<file path="src/logic/gpe_defs.svh">
// Purpose: offsets, reset values and codes for the gpio edge port
// Assumes: register indices times four give byte addresses
// Notes: definitions only
`ifndef GPE_DEFS_SVH
`define GPE_DEFS_SVH

`define GPE_NPINS      8
`define GPE_AW         12
// register indices, byte address is index * 4
`define GPE_IDX_DIR    10'h05a
`define GPE_IDX_LEVEL  10'h05c
`define GPE_IDX_RISE   10'h05e
`define GPE_IDX_FALL   10'h060
`define GPE_IDX_STAT   10'h062
`define GPE_IDX_CLR    10'h066
`define GPE_IDX_IEN    10'h068
// reset values
`define GPE_RST_ZERO   8'h00
`define GPE_RST_IEN    8'hff
// axi responses
`define GPE_RESP_OKAY  2'h0
`define GPE_RESP_SLV   2'h2

`endif

</file>
<file path="src/logic/gpe_pkg.sv">
// Purpose: shared types of the gpio edge port
// Assumes: gpe_defs.svh holds the numbers
// Notes: write channel walks idle, addr or data, resp
`default_nettype none
package gpe_pkg;
	typedef logic [7:0] gpe_pins_t;
	typedef enum logic [1:0] {
		WR_IDLE = 2'h0,
		WR_ADDR = 2'h1,
		WR_RESP = 2'h3,
		WR_DATA = 2'h2
	} gpe_wr_state_t;
endpackage
`default_nettype wire

</file>
<file path="src/logic/gpe_port_edge_irq.sv">
// Purpose: eight pin gpio port with edge interrupts, axi4-lite slave
// Assumes: pins asynchronous inputs, one write and one read in flight
// Notes: irq is a level, high while an enabled status bit is set
//
// Functional notes
// each direction bit, 0 input, 1 output driven by the port
// output pin follows its written level bit
// input pin level bit reads the present pin level
// edge detection works for input and output pins alike
// writing an output pin level can raise an edge interrupt
// rise enable 1 lets a 0 to 1 change interrupt, else ignored
// fall enable 1 lets a 1 to 0 change interrupt, else ignored
// enabled edge sets irq high and that pin's status bit
// irq drops only when software clears the causing status bit; writing 0 to its ien bit also drops it here
// all port registers read zero after reset; here ien resets to and reads ff
// one status bit per pin marks which pin interrupted
// software clears a status bit by writing 1 then 0
// an edge during the clear sets the bit again at once
// irq ors the status bits, both enables trigger both edges
// input pins synchronised first so each edge counts once
//
// Our own choice: the AXI4-Lite slave port.
`timescale 1ns/1ns
`include "gpe_defs.svh"
`default_nettype none

module gpe_port_edge_irq (
	input  wire logic                 ref_clk,
	input  wire logic                 nrst,
	input  wire logic [`GPE_AW-1:0]   s_axi_awaddr,
	input  wire logic                 s_axi_awvalid,
	output logic                      s_axi_awready,
	input  wire logic [31:0]          s_axi_wdata,
	input  wire logic [3:0]           s_axi_wstrb,
	input  wire logic                 s_axi_wvalid,
	output logic                      s_axi_wready,
	output logic [1:0]                s_axi_bresp,
	output logic                      s_axi_bvalid,
	input  wire logic                 s_axi_bready,
	input  wire logic [`GPE_AW-1:0]   s_axi_araddr,
	input  wire logic                 s_axi_arvalid,
	output logic                      s_axi_arready,
	output logic [31:0]               s_axi_rdata,
	output logic [1:0]                s_axi_rresp,
	output logic                      s_axi_rvalid,
	input  wire logic                 s_axi_rready,
	input  wire gpe_pkg::gpe_pins_t   portPinIn,
	output gpe_pkg::gpe_pins_t        portPinOut,
	output gpe_pkg::gpe_pins_t        portPinOe,
	output logic                      irqOut
);
	import gpe_pkg::*;

	gpe_wr_state_t     wrState_q;
	logic [`GPE_AW-1:0] awAddr_q;
	logic [31:0]       wData_q;
	logic [3:0]        wStrb_q;
	logic              doWrite;
	logic [`GPE_AW-1:0] wrAddr;
	logic [31:0]       wrData;
	logic [3:0]        wrStrb;
	logic              wrHit;
	logic              bvalid_q;
	logic [1:0]        bresp_q;
	logic              rvalid_q;
	logic [31:0]       rdata_q;
	logic [1:0]        rresp_q;
	logic              arTaken;
	gpe_pins_t         dir_q;
	gpe_pins_t         level_q;
	gpe_pins_t         rise_q;
	gpe_pins_t         fall_q;
	gpe_pins_t         status_q;
	gpe_pins_t         armed_q;
	gpe_pins_t         ien_q;
	gpe_pins_t         syncA_q;
	gpe_pins_t         pinSync_q;
	gpe_pins_t         prev_q;
	gpe_pins_t         effLevel;
	gpe_pins_t         riseEvt;
	gpe_pins_t         fallEvt;
	gpe_pins_t         edgeEvt;
	gpe_pins_t         clrMask;
	gpe_pins_t         levelRead;
	logic              wrDir;
	logic              wrLevel;
	logic              wrRise;
	logic              wrFall;
	logic              wrStat;
	logic              wrClr;
	logic              wrIen;

	////////////////////////////////////////////////////////////////
	// write channels, address and data taken in either order
	assign s_axi_awready = (wrState_q == WR_IDLE) ||
		(wrState_q == WR_DATA);
	assign s_axi_wready  = (wrState_q == WR_IDLE) ||
		(wrState_q == WR_ADDR);
	assign doWrite = ((wrState_q == WR_IDLE) && s_axi_awvalid &&
		s_axi_wvalid) ||
		((wrState_q == WR_ADDR) && s_axi_wvalid) ||
		((wrState_q == WR_DATA) && s_axi_awvalid);
	assign wrAddr = (wrState_q == WR_ADDR) ? awAddr_q : s_axi_awaddr;
	assign wrData = (wrState_q == WR_DATA) ? wData_q : s_axi_wdata;
	assign wrStrb = (wrState_q == WR_DATA) ? wStrb_q : s_axi_wstrb;

	always_ff @(posedge ref_clk or negedge nrst) begin
		if (!nrst) begin
			wrState_q <= WR_IDLE;
		end else begin
			case (wrState_q)
				WR_IDLE: begin
					if (doWrite) begin
						wrState_q <= WR_RESP;
					end else if (s_axi_awvalid) begin
						wrState_q <= WR_ADDR;
					end else if (s_axi_wvalid) begin
						wrState_q <= WR_DATA;
					end
				end
				WR_ADDR, WR_DATA: begin
					if (doWrite) begin
						wrState_q <= WR_RESP;
					end
				end
				WR_RESP: begin
					if (s_axi_bready) begin
						wrState_q <= WR_IDLE;
					end
				end
				default: wrState_q <= WR_IDLE;
			endcase
		end
	end

	always_ff @(posedge ref_clk or negedge nrst) begin
		if (!nrst) begin
			awAddr_q <= '0;
			wData_q  <= '0;
			wStrb_q  <= '0;
		end else begin
			if (s_axi_awvalid && s_axi_awready) begin
				awAddr_q <= s_axi_awaddr;
			end
			if (s_axi_wvalid && s_axi_wready) begin
				wData_q <= s_axi_wdata;
				wStrb_q <= s_axi_wstrb;
			end
		end
	end

	// decode of the selected register, strobe of the low lane only
	always_comb begin
		wrDir   = 1'b0;
		wrLevel = 1'b0;
		wrRise  = 1'b0;
		wrFall  = 1'b0;
		wrStat  = 1'b0;
		wrClr   = 1'b0;
		wrIen   = 1'b0;
		wrHit   = 1'b1;
		if (wrAddr == {`GPE_IDX_DIR, 2'b00}) begin
			wrDir = doWrite && wrStrb[0];
		end else if (wrAddr == {`GPE_IDX_LEVEL, 2'b00}) begin
			wrLevel = doWrite && wrStrb[0];
		end else if (wrAddr == {`GPE_IDX_RISE, 2'b00}) begin
			wrRise = doWrite && wrStrb[0];
		end else if (wrAddr == {`GPE_IDX_FALL, 2'b00}) begin
			wrFall = doWrite && wrStrb[0];
		end else if (wrAddr == {`GPE_IDX_STAT, 2'b00}) begin
			wrStat = doWrite && wrStrb[0];
		end else if (wrAddr == {`GPE_IDX_CLR, 2'b00}) begin
			wrClr = doWrite && wrStrb[0];
		end else if (wrAddr == {`GPE_IDX_IEN, 2'b00}) begin
			wrIen = doWrite && wrStrb[0];
		end else begin
			wrHit = 1'b0;
		end
	end

	always_ff @(posedge ref_clk or negedge nrst) begin
		if (!nrst) begin
			bvalid_q <= 1'b0;
			bresp_q  <= `GPE_RESP_OKAY;
		end else if (doWrite) begin
			bvalid_q <= 1'b1;
			bresp_q  <= wrHit ? `GPE_RESP_OKAY : `GPE_RESP_SLV;
		end else if (s_axi_bready) begin
			bvalid_q <= 1'b0;
		end
	end
	assign s_axi_bvalid = bvalid_q;
	assign s_axi_bresp  = bresp_q;

	////////////////////////////////////////////////////////////////
	// port registers
	always_ff @(posedge ref_clk or negedge nrst) begin
		if (!nrst) begin
			dir_q   <= `GPE_RST_ZERO;
			level_q <= `GPE_RST_ZERO;
			rise_q  <= `GPE_RST_ZERO;
			fall_q  <= `GPE_RST_ZERO;
			ien_q   <= `GPE_RST_IEN;
		end else begin
			if (wrDir) begin
				dir_q <= wrData[7:0];
			end
			if (wrLevel) begin
				level_q <= wrData[7:0];
			end
			if (wrRise) begin
				rise_q <= wrData[7:0];
			end
			if (wrFall) begin
				fall_q <= wrData[7:0];
			end
			if (wrIen) begin
				ien_q <= wrData[7:0];
			end
		end
	end
	// pad drive straight from flops, no glitch on the pins
	assign portPinOut = level_q;
	assign portPinOe  = dir_q;

	////////////////////////////////////////////////////////////////
	// synchroniser and edge detection
	always_ff @(posedge ref_clk or negedge nrst) begin
		if (!nrst) begin
			syncA_q   <= '0;
			pinSync_q <= '0;
			prev_q    <= '0;
		end else begin
			syncA_q   <= portPinIn;
			pinSync_q <= syncA_q;
			prev_q    <= effLevel;
		end
	end

	// output pins use the written level so a write makes the edge
	assign effLevel = (dir_q & level_q) | (~dir_q & pinSync_q);
	assign riseEvt  = effLevel & ~prev_q & rise_q;
	assign fallEvt  = ~effLevel & prev_q & fall_q;
	assign edgeEvt  = riseEvt | fallEvt;

	////////////////////////////////////////////////////////////////
	// status bits, set wins over clear
	genvar gi;
	generate
		for (gi = 0; gi < `GPE_NPINS; gi = gi + 1) begin : g_pin
			assign clrMask[gi] = (wrStat && armed_q[gi] &&
				!wrData[gi]) || (wrClr && wrData[gi]);
			always_ff @(posedge ref_clk or negedge nrst) begin
				if (!nrst) begin
					status_q[gi] <= 1'b0;
					armed_q[gi]  <= 1'b0;
				end else begin

					status_q[gi] <= edgeEvt[gi] |
						(status_q[gi] & ~clrMask[gi]);
					if (wrStat) begin
						armed_q[gi] <= wrData[gi];
					end
				end
			end
		end
	endgenerate

	assign irqOut = |(status_q & ien_q);

	////////////////////////////////////////////////////////////////
	// read channel, one cycle to rvalid
	assign arTaken       = s_axi_arvalid && !rvalid_q;
	assign s_axi_arready = !rvalid_q;
	assign levelRead     = (dir_q & level_q) | (~dir_q & pinSync_q);

	always_ff @(posedge ref_clk or negedge nrst) begin
		if (!nrst) begin
			rvalid_q <= 1'b0;
			rdata_q  <= '0;
			rresp_q  <= `GPE_RESP_OKAY;
		end else if (arTaken) begin
			rvalid_q <= 1'b1;
			rresp_q  <= `GPE_RESP_OKAY;
			rdata_q  <= '0;
			if (s_axi_araddr == {`GPE_IDX_DIR, 2'b00}) begin
				rdata_q[7:0] <= dir_q;
			end else if (s_axi_araddr == {`GPE_IDX_LEVEL, 2'b00}) begin
				rdata_q[7:0] <= levelRead;
			end else if (s_axi_araddr == {`GPE_IDX_RISE, 2'b00}) begin
				rdata_q[7:0] <= rise_q;
			end else if (s_axi_araddr == {`GPE_IDX_FALL, 2'b00}) begin
				rdata_q[7:0] <= fall_q;
			end else if (s_axi_araddr == {`GPE_IDX_STAT, 2'b00}) begin
				rdata_q[7:0] <= status_q;
			end else if (s_axi_araddr == {`GPE_IDX_CLR, 2'b00}) begin
				rdata_q[7:0] <= `GPE_RST_ZERO;
			end else if (s_axi_araddr == {`GPE_IDX_IEN, 2'b00}) begin
				rdata_q[7:0] <= ien_q;
			end else begin
				rresp_q <= `GPE_RESP_SLV;
			end
		end else if (s_axi_rready) begin
			rvalid_q <= 1'b0;
		end
	end
	assign s_axi_rvalid = rvalid_q;
	assign s_axi_rdata  = rdata_q;
	assign s_axi_rresp  = rresp_q;
endmodule
`default_nettype wire

</file>
<file path="config.mk">
export PLATFORM = sky130hd
export DESIGN_NAME = gpe_port_edge_irq
export DESIGN_NICKNAME = d
export VERILOG_FILES = /design/src/logic/gpe_pkg.sv /design/src/logic/gpe_port_edge_irq.sv
export VERILOG_INCLUDE_DIRS = /design/src /design/src/logic
export SDC_FILE = /design/constraint.sdc
export NUM_CORES = 1
export LEC_CHECK = 0
export BUFFER_PORTS_ARGS = -buffer_cell sky130_fd_sc_hd__buf_2
export CORE_UTILIZATION = 54
export CTS_BUF_LIST = sky130_fd_sc_hd__clkbuf_16
export CTS_CLUSTER_DIAMETER = 120
export DETAILED_ROUTE_END_ITERATION = 10
export PLACE_DENSITY = 0.8
export SLEW_MARGIN = 20
export SYNTH_ARGS = -nofsm -noshare
export SYNTH_HDL_FRONTEND = slang
export SYNTH_SLANG_ARGS = --single-unit
</file>
<file path="constraint.sdc">
create_clock -name ref_clk -period 2.64 [get_ports ref_clk]
set_input_delay 0.528 -clock ref_clk [delete_from_list [all_inputs] [get_ports ref_clk]]
set_output_delay 0.528 -clock ref_clk [all_outputs]
set_load 0.01 [all_outputs]
</file>
==> flow_summary.json <==
{
  "clk_pin_slew_ns": 0.05,
  "met2_usage_pct": 39.0,
  "synth_top_flop_cell": "dfrtp_1",
  "async_reset_ff_share_pct": 100,
  "power.density_mw_per_mm2": 847,
  "yosysTopAreaCellShare_pct": 47.4,
  "max_stage_delay_ns": 0.73,
  "grt-busiest-layer": "met2",
  "synth_cell_types": 50,
  "antenna_found_initial": 0,
  "postPlaceCellArea_sq_mm": 0.00619,
  "multi_input_area_sq_mm": 0.00254,
  "io_pins": 133,
  "gr-usage-met3_pct": 5.58,
  "drive_above_1_share_pct": 33.0,
  "yosys-top-cells-area": "dfrtp_1 (47%), mux2_2 (10%), dfstp_2 (3.7%)",
  "required_ns": 2.93,
  "regMostFlops": "awAddr_q",
  "maxSlewViolCount": 0,
  "path_class": "reg -> reg",
  "maxCapViolCount": 0,
  "drtIter0Drc": 239,
  "clock-sinks": 115,
  "die_x_um": 104,
  "first_global_vias": 4160,
  "avgRoutedWirePerCell_um": 16.9,
  "yosysWarnings": 0,
  "status": "complete, no violations",
  "setup_viol": 0,
  "slowest_stage": "or4b_2",
  "synth_edf_count": 0,
  "grt-ovfl-total": 0,
  "fillers": 742,
  "slew_headroom_pct": 58.2,
  "port_buffers": 79,
  "regArea_sq_mm": 0.00289,
  "final_area_sq_mm": 0.00676,
  "n_antenna_cell": 0,
  "routed_via_density": 5.74,
  "ctsHtreeMaxLevel": 4,
  "die_area_sq_mm": 0.0109,
  "synth-seq-cells": 115,
  "synth_top_cell_by_area": "dfrtp_1",
  "gr-usage-met1_pct": 32.6,
  "p_leak_nw": 3.05,
  "worst_slew_pin_slew_ns": 0.627,
  "die_h_um": 104,
  "cts-hold-fix-buffers": 0,
  "drt_wl_total_um": 12900,
  "hold_viol": 0,
  "clk_latency_ns": 0.41,
  "netlist_top_cells_count": "dfrtp_1 (107), nand2_1 (53), mux2_2 (51), nor3_1 (40), o21ai_0 (40)",
  "ctsLongestPathBuffers": 2,
  "final_util_pct": 67.9,
  "dp_hpwl_um": 8690,
  "hp-class": "in -> async",
  "synth_area_sq_mm": 0.00565,
  "place_ws_ns": 0.128,
  "ant_nets": 0,
  "skew_ns": 0.0105,
  "core_sq_mm": 0.00995,
  "fin_ws_ns": 0.0878,
  "synthToLayoutAreaGrowth_pct": 19.6,
  "cts-buffers-inserted": 17,
  "drc": 0,
  "largest_reg_flops": 12,
  "max_freq_ghz": 0.392,
  "vias": 4382,
  "dr.pass1.iters": 5,
  "cts_tree": "built",
  "worstPathArrival_ns": 2.84,
  "period_share_pct": 96.7,
  "cpMostUsedCell": "buf_4",
  "crit_path_end_kind": "flop",
  "yosysMostFrequentCell": "dfrtp_1",
  "hold_slack_ns": 0.169,
  "cts_root_buf": "clkbuf_16",
  "rows": 36,
  "initial_core_util_pct": 56.8,
  "syn_inst": 519,
  "gp_congestion": 0.822,
  "ys_seq_area_share_pct": 51.1,
  "track_usage_pct": 24.5,
  "min_period_ns": 2.55,
  "worst_setup_path_start_kind": "flop",
  "grt_max_degree": 116,
  "vdd_drop_max_v": 0.000672,
  "crit_chain": "inv_1, ha_1, buf_4, or4b_2, a21boi_1, nand3_1, buf_4, mux2_2",
  "avgSynthCellArea_sq_um": 10.9,
  "grt_first_pass_wirelength_um": 20800,
  "path_max_fanout": 13,
  "nets": 698
}
## through the flow
step | std cells | TNS [ns] | power [mW]
after CTS | 763 | 0 | 5.70
after floorplan | 544 | 0 | 3.14
final | 764 | 0 | 5.72
after global placement | 731 | 0 | 3.49
after detailed placement | 731 | 0 | 3.56
after global routing | 764 | -0.00344 | 5.98
## cells in the final DEF, fill, tap and decap left out, types with 4 or more instances in the layout
master / Yosys / final
mux2i_1: 18 / 18
nor2_1: 24 / 24
buf_2: 3 / 78
conb_1: 1 / 26
dfstp_2: 8 / 8
ha_1: 5 / 5
nand3_1: 11 / 11
nand2b_1: 15 / 15
a32oi_1: 8 / 8
a2111oi_0: 8 / 8
mux2_4: 8 / 8
dfrtp_1: 107 / 107
clkbuf_16: 0 / 17
nand2_1: 53 / 53
a22oi_1: 4 / 4
buf_4: 27 / 20
o22ai_1: 10 / 10
o21ai_0: 40 / 40
inv_1: 13 / 15
clkinv_2: 0 / 7
nor3_1: 40 / 40
a21oi_1: 10 / 10
mux2_2: 51 / 51
## power by group
group	switching, mW	internal [mW]	leakage [nW]	total (mW)
Combinational	0.779	0.631	1.37	1.41
Clock	0.773	1.36	0.279	2.13
Sequential	0.163	2.02	1.40	2.18
## worst max-delay path: cells and delay by family (launching register included)
family | cells | cell delay [ns]
simple gates | 2 | 0.82
compound gates | 1 | 0.21
fa+ha+maj | 1 | 0.23
mux | 1 | 0.29
buf+inv | 3 | 0.48
flops | 1 | 0.40
## layout make-up
type / count / area share (%)
Tap cell: 133 / 2.46
Sequential cell: 115 / 42.7
Clock buffer: 17 / 6.29
Inverter: 13 / 0.722
Clock inverter: 15 / 1.85
Multi-Input combinational cell: 372 / 37.7
Timing Repair Buffer: 99 / 8.29
## per-layer routing
metal,up-vias,share of wire (%)
met2,177,48
met1,2144,44
met5,-,0
met3,19,6.4
li1,2042,-
met4,0,1.2
## logic make-up (layout without fill, tap and decap cells)
kind of cell	count (synthesis)	after routing	share of synthesized area [%]
muxes	77	77	15.5
adders and majority gates	5	5	1.11
AOI/OAI and AO/OA	97	97	11.2
DFF	115	115	51.1
other	1	26	0.0664
buffers and inverters	57	144	5.78
and+or+nand+nor	167	167	15.3
## final timing paths
check	from	to	cells after the start	slack [ns]
worst max-delay path	wrState_q[1]	armed_q[7]	8	0.09
worst min-delay path	nrst	wData_q[5]	2	0.17
worst max register to register	wrState_q[1]	armed_q[7]	8	0.09
worst min register to register	syncA_q[0]	pinSync_q[0]	0	0.34
max in group asynchronous	nrst	fall_q[3]	2	1.97
min in group ref_clk	portPinIn[3]	syncA_q[3]	1	0.22
## timing repair
item | 4_1_cts | 5_1_grt
buffers inserted | 0 | 1
gates resized for setup | 0 | 4
setup endpoints to repair | 0 | 11
No activity file was read; power rests on OpenSTA's default activity.
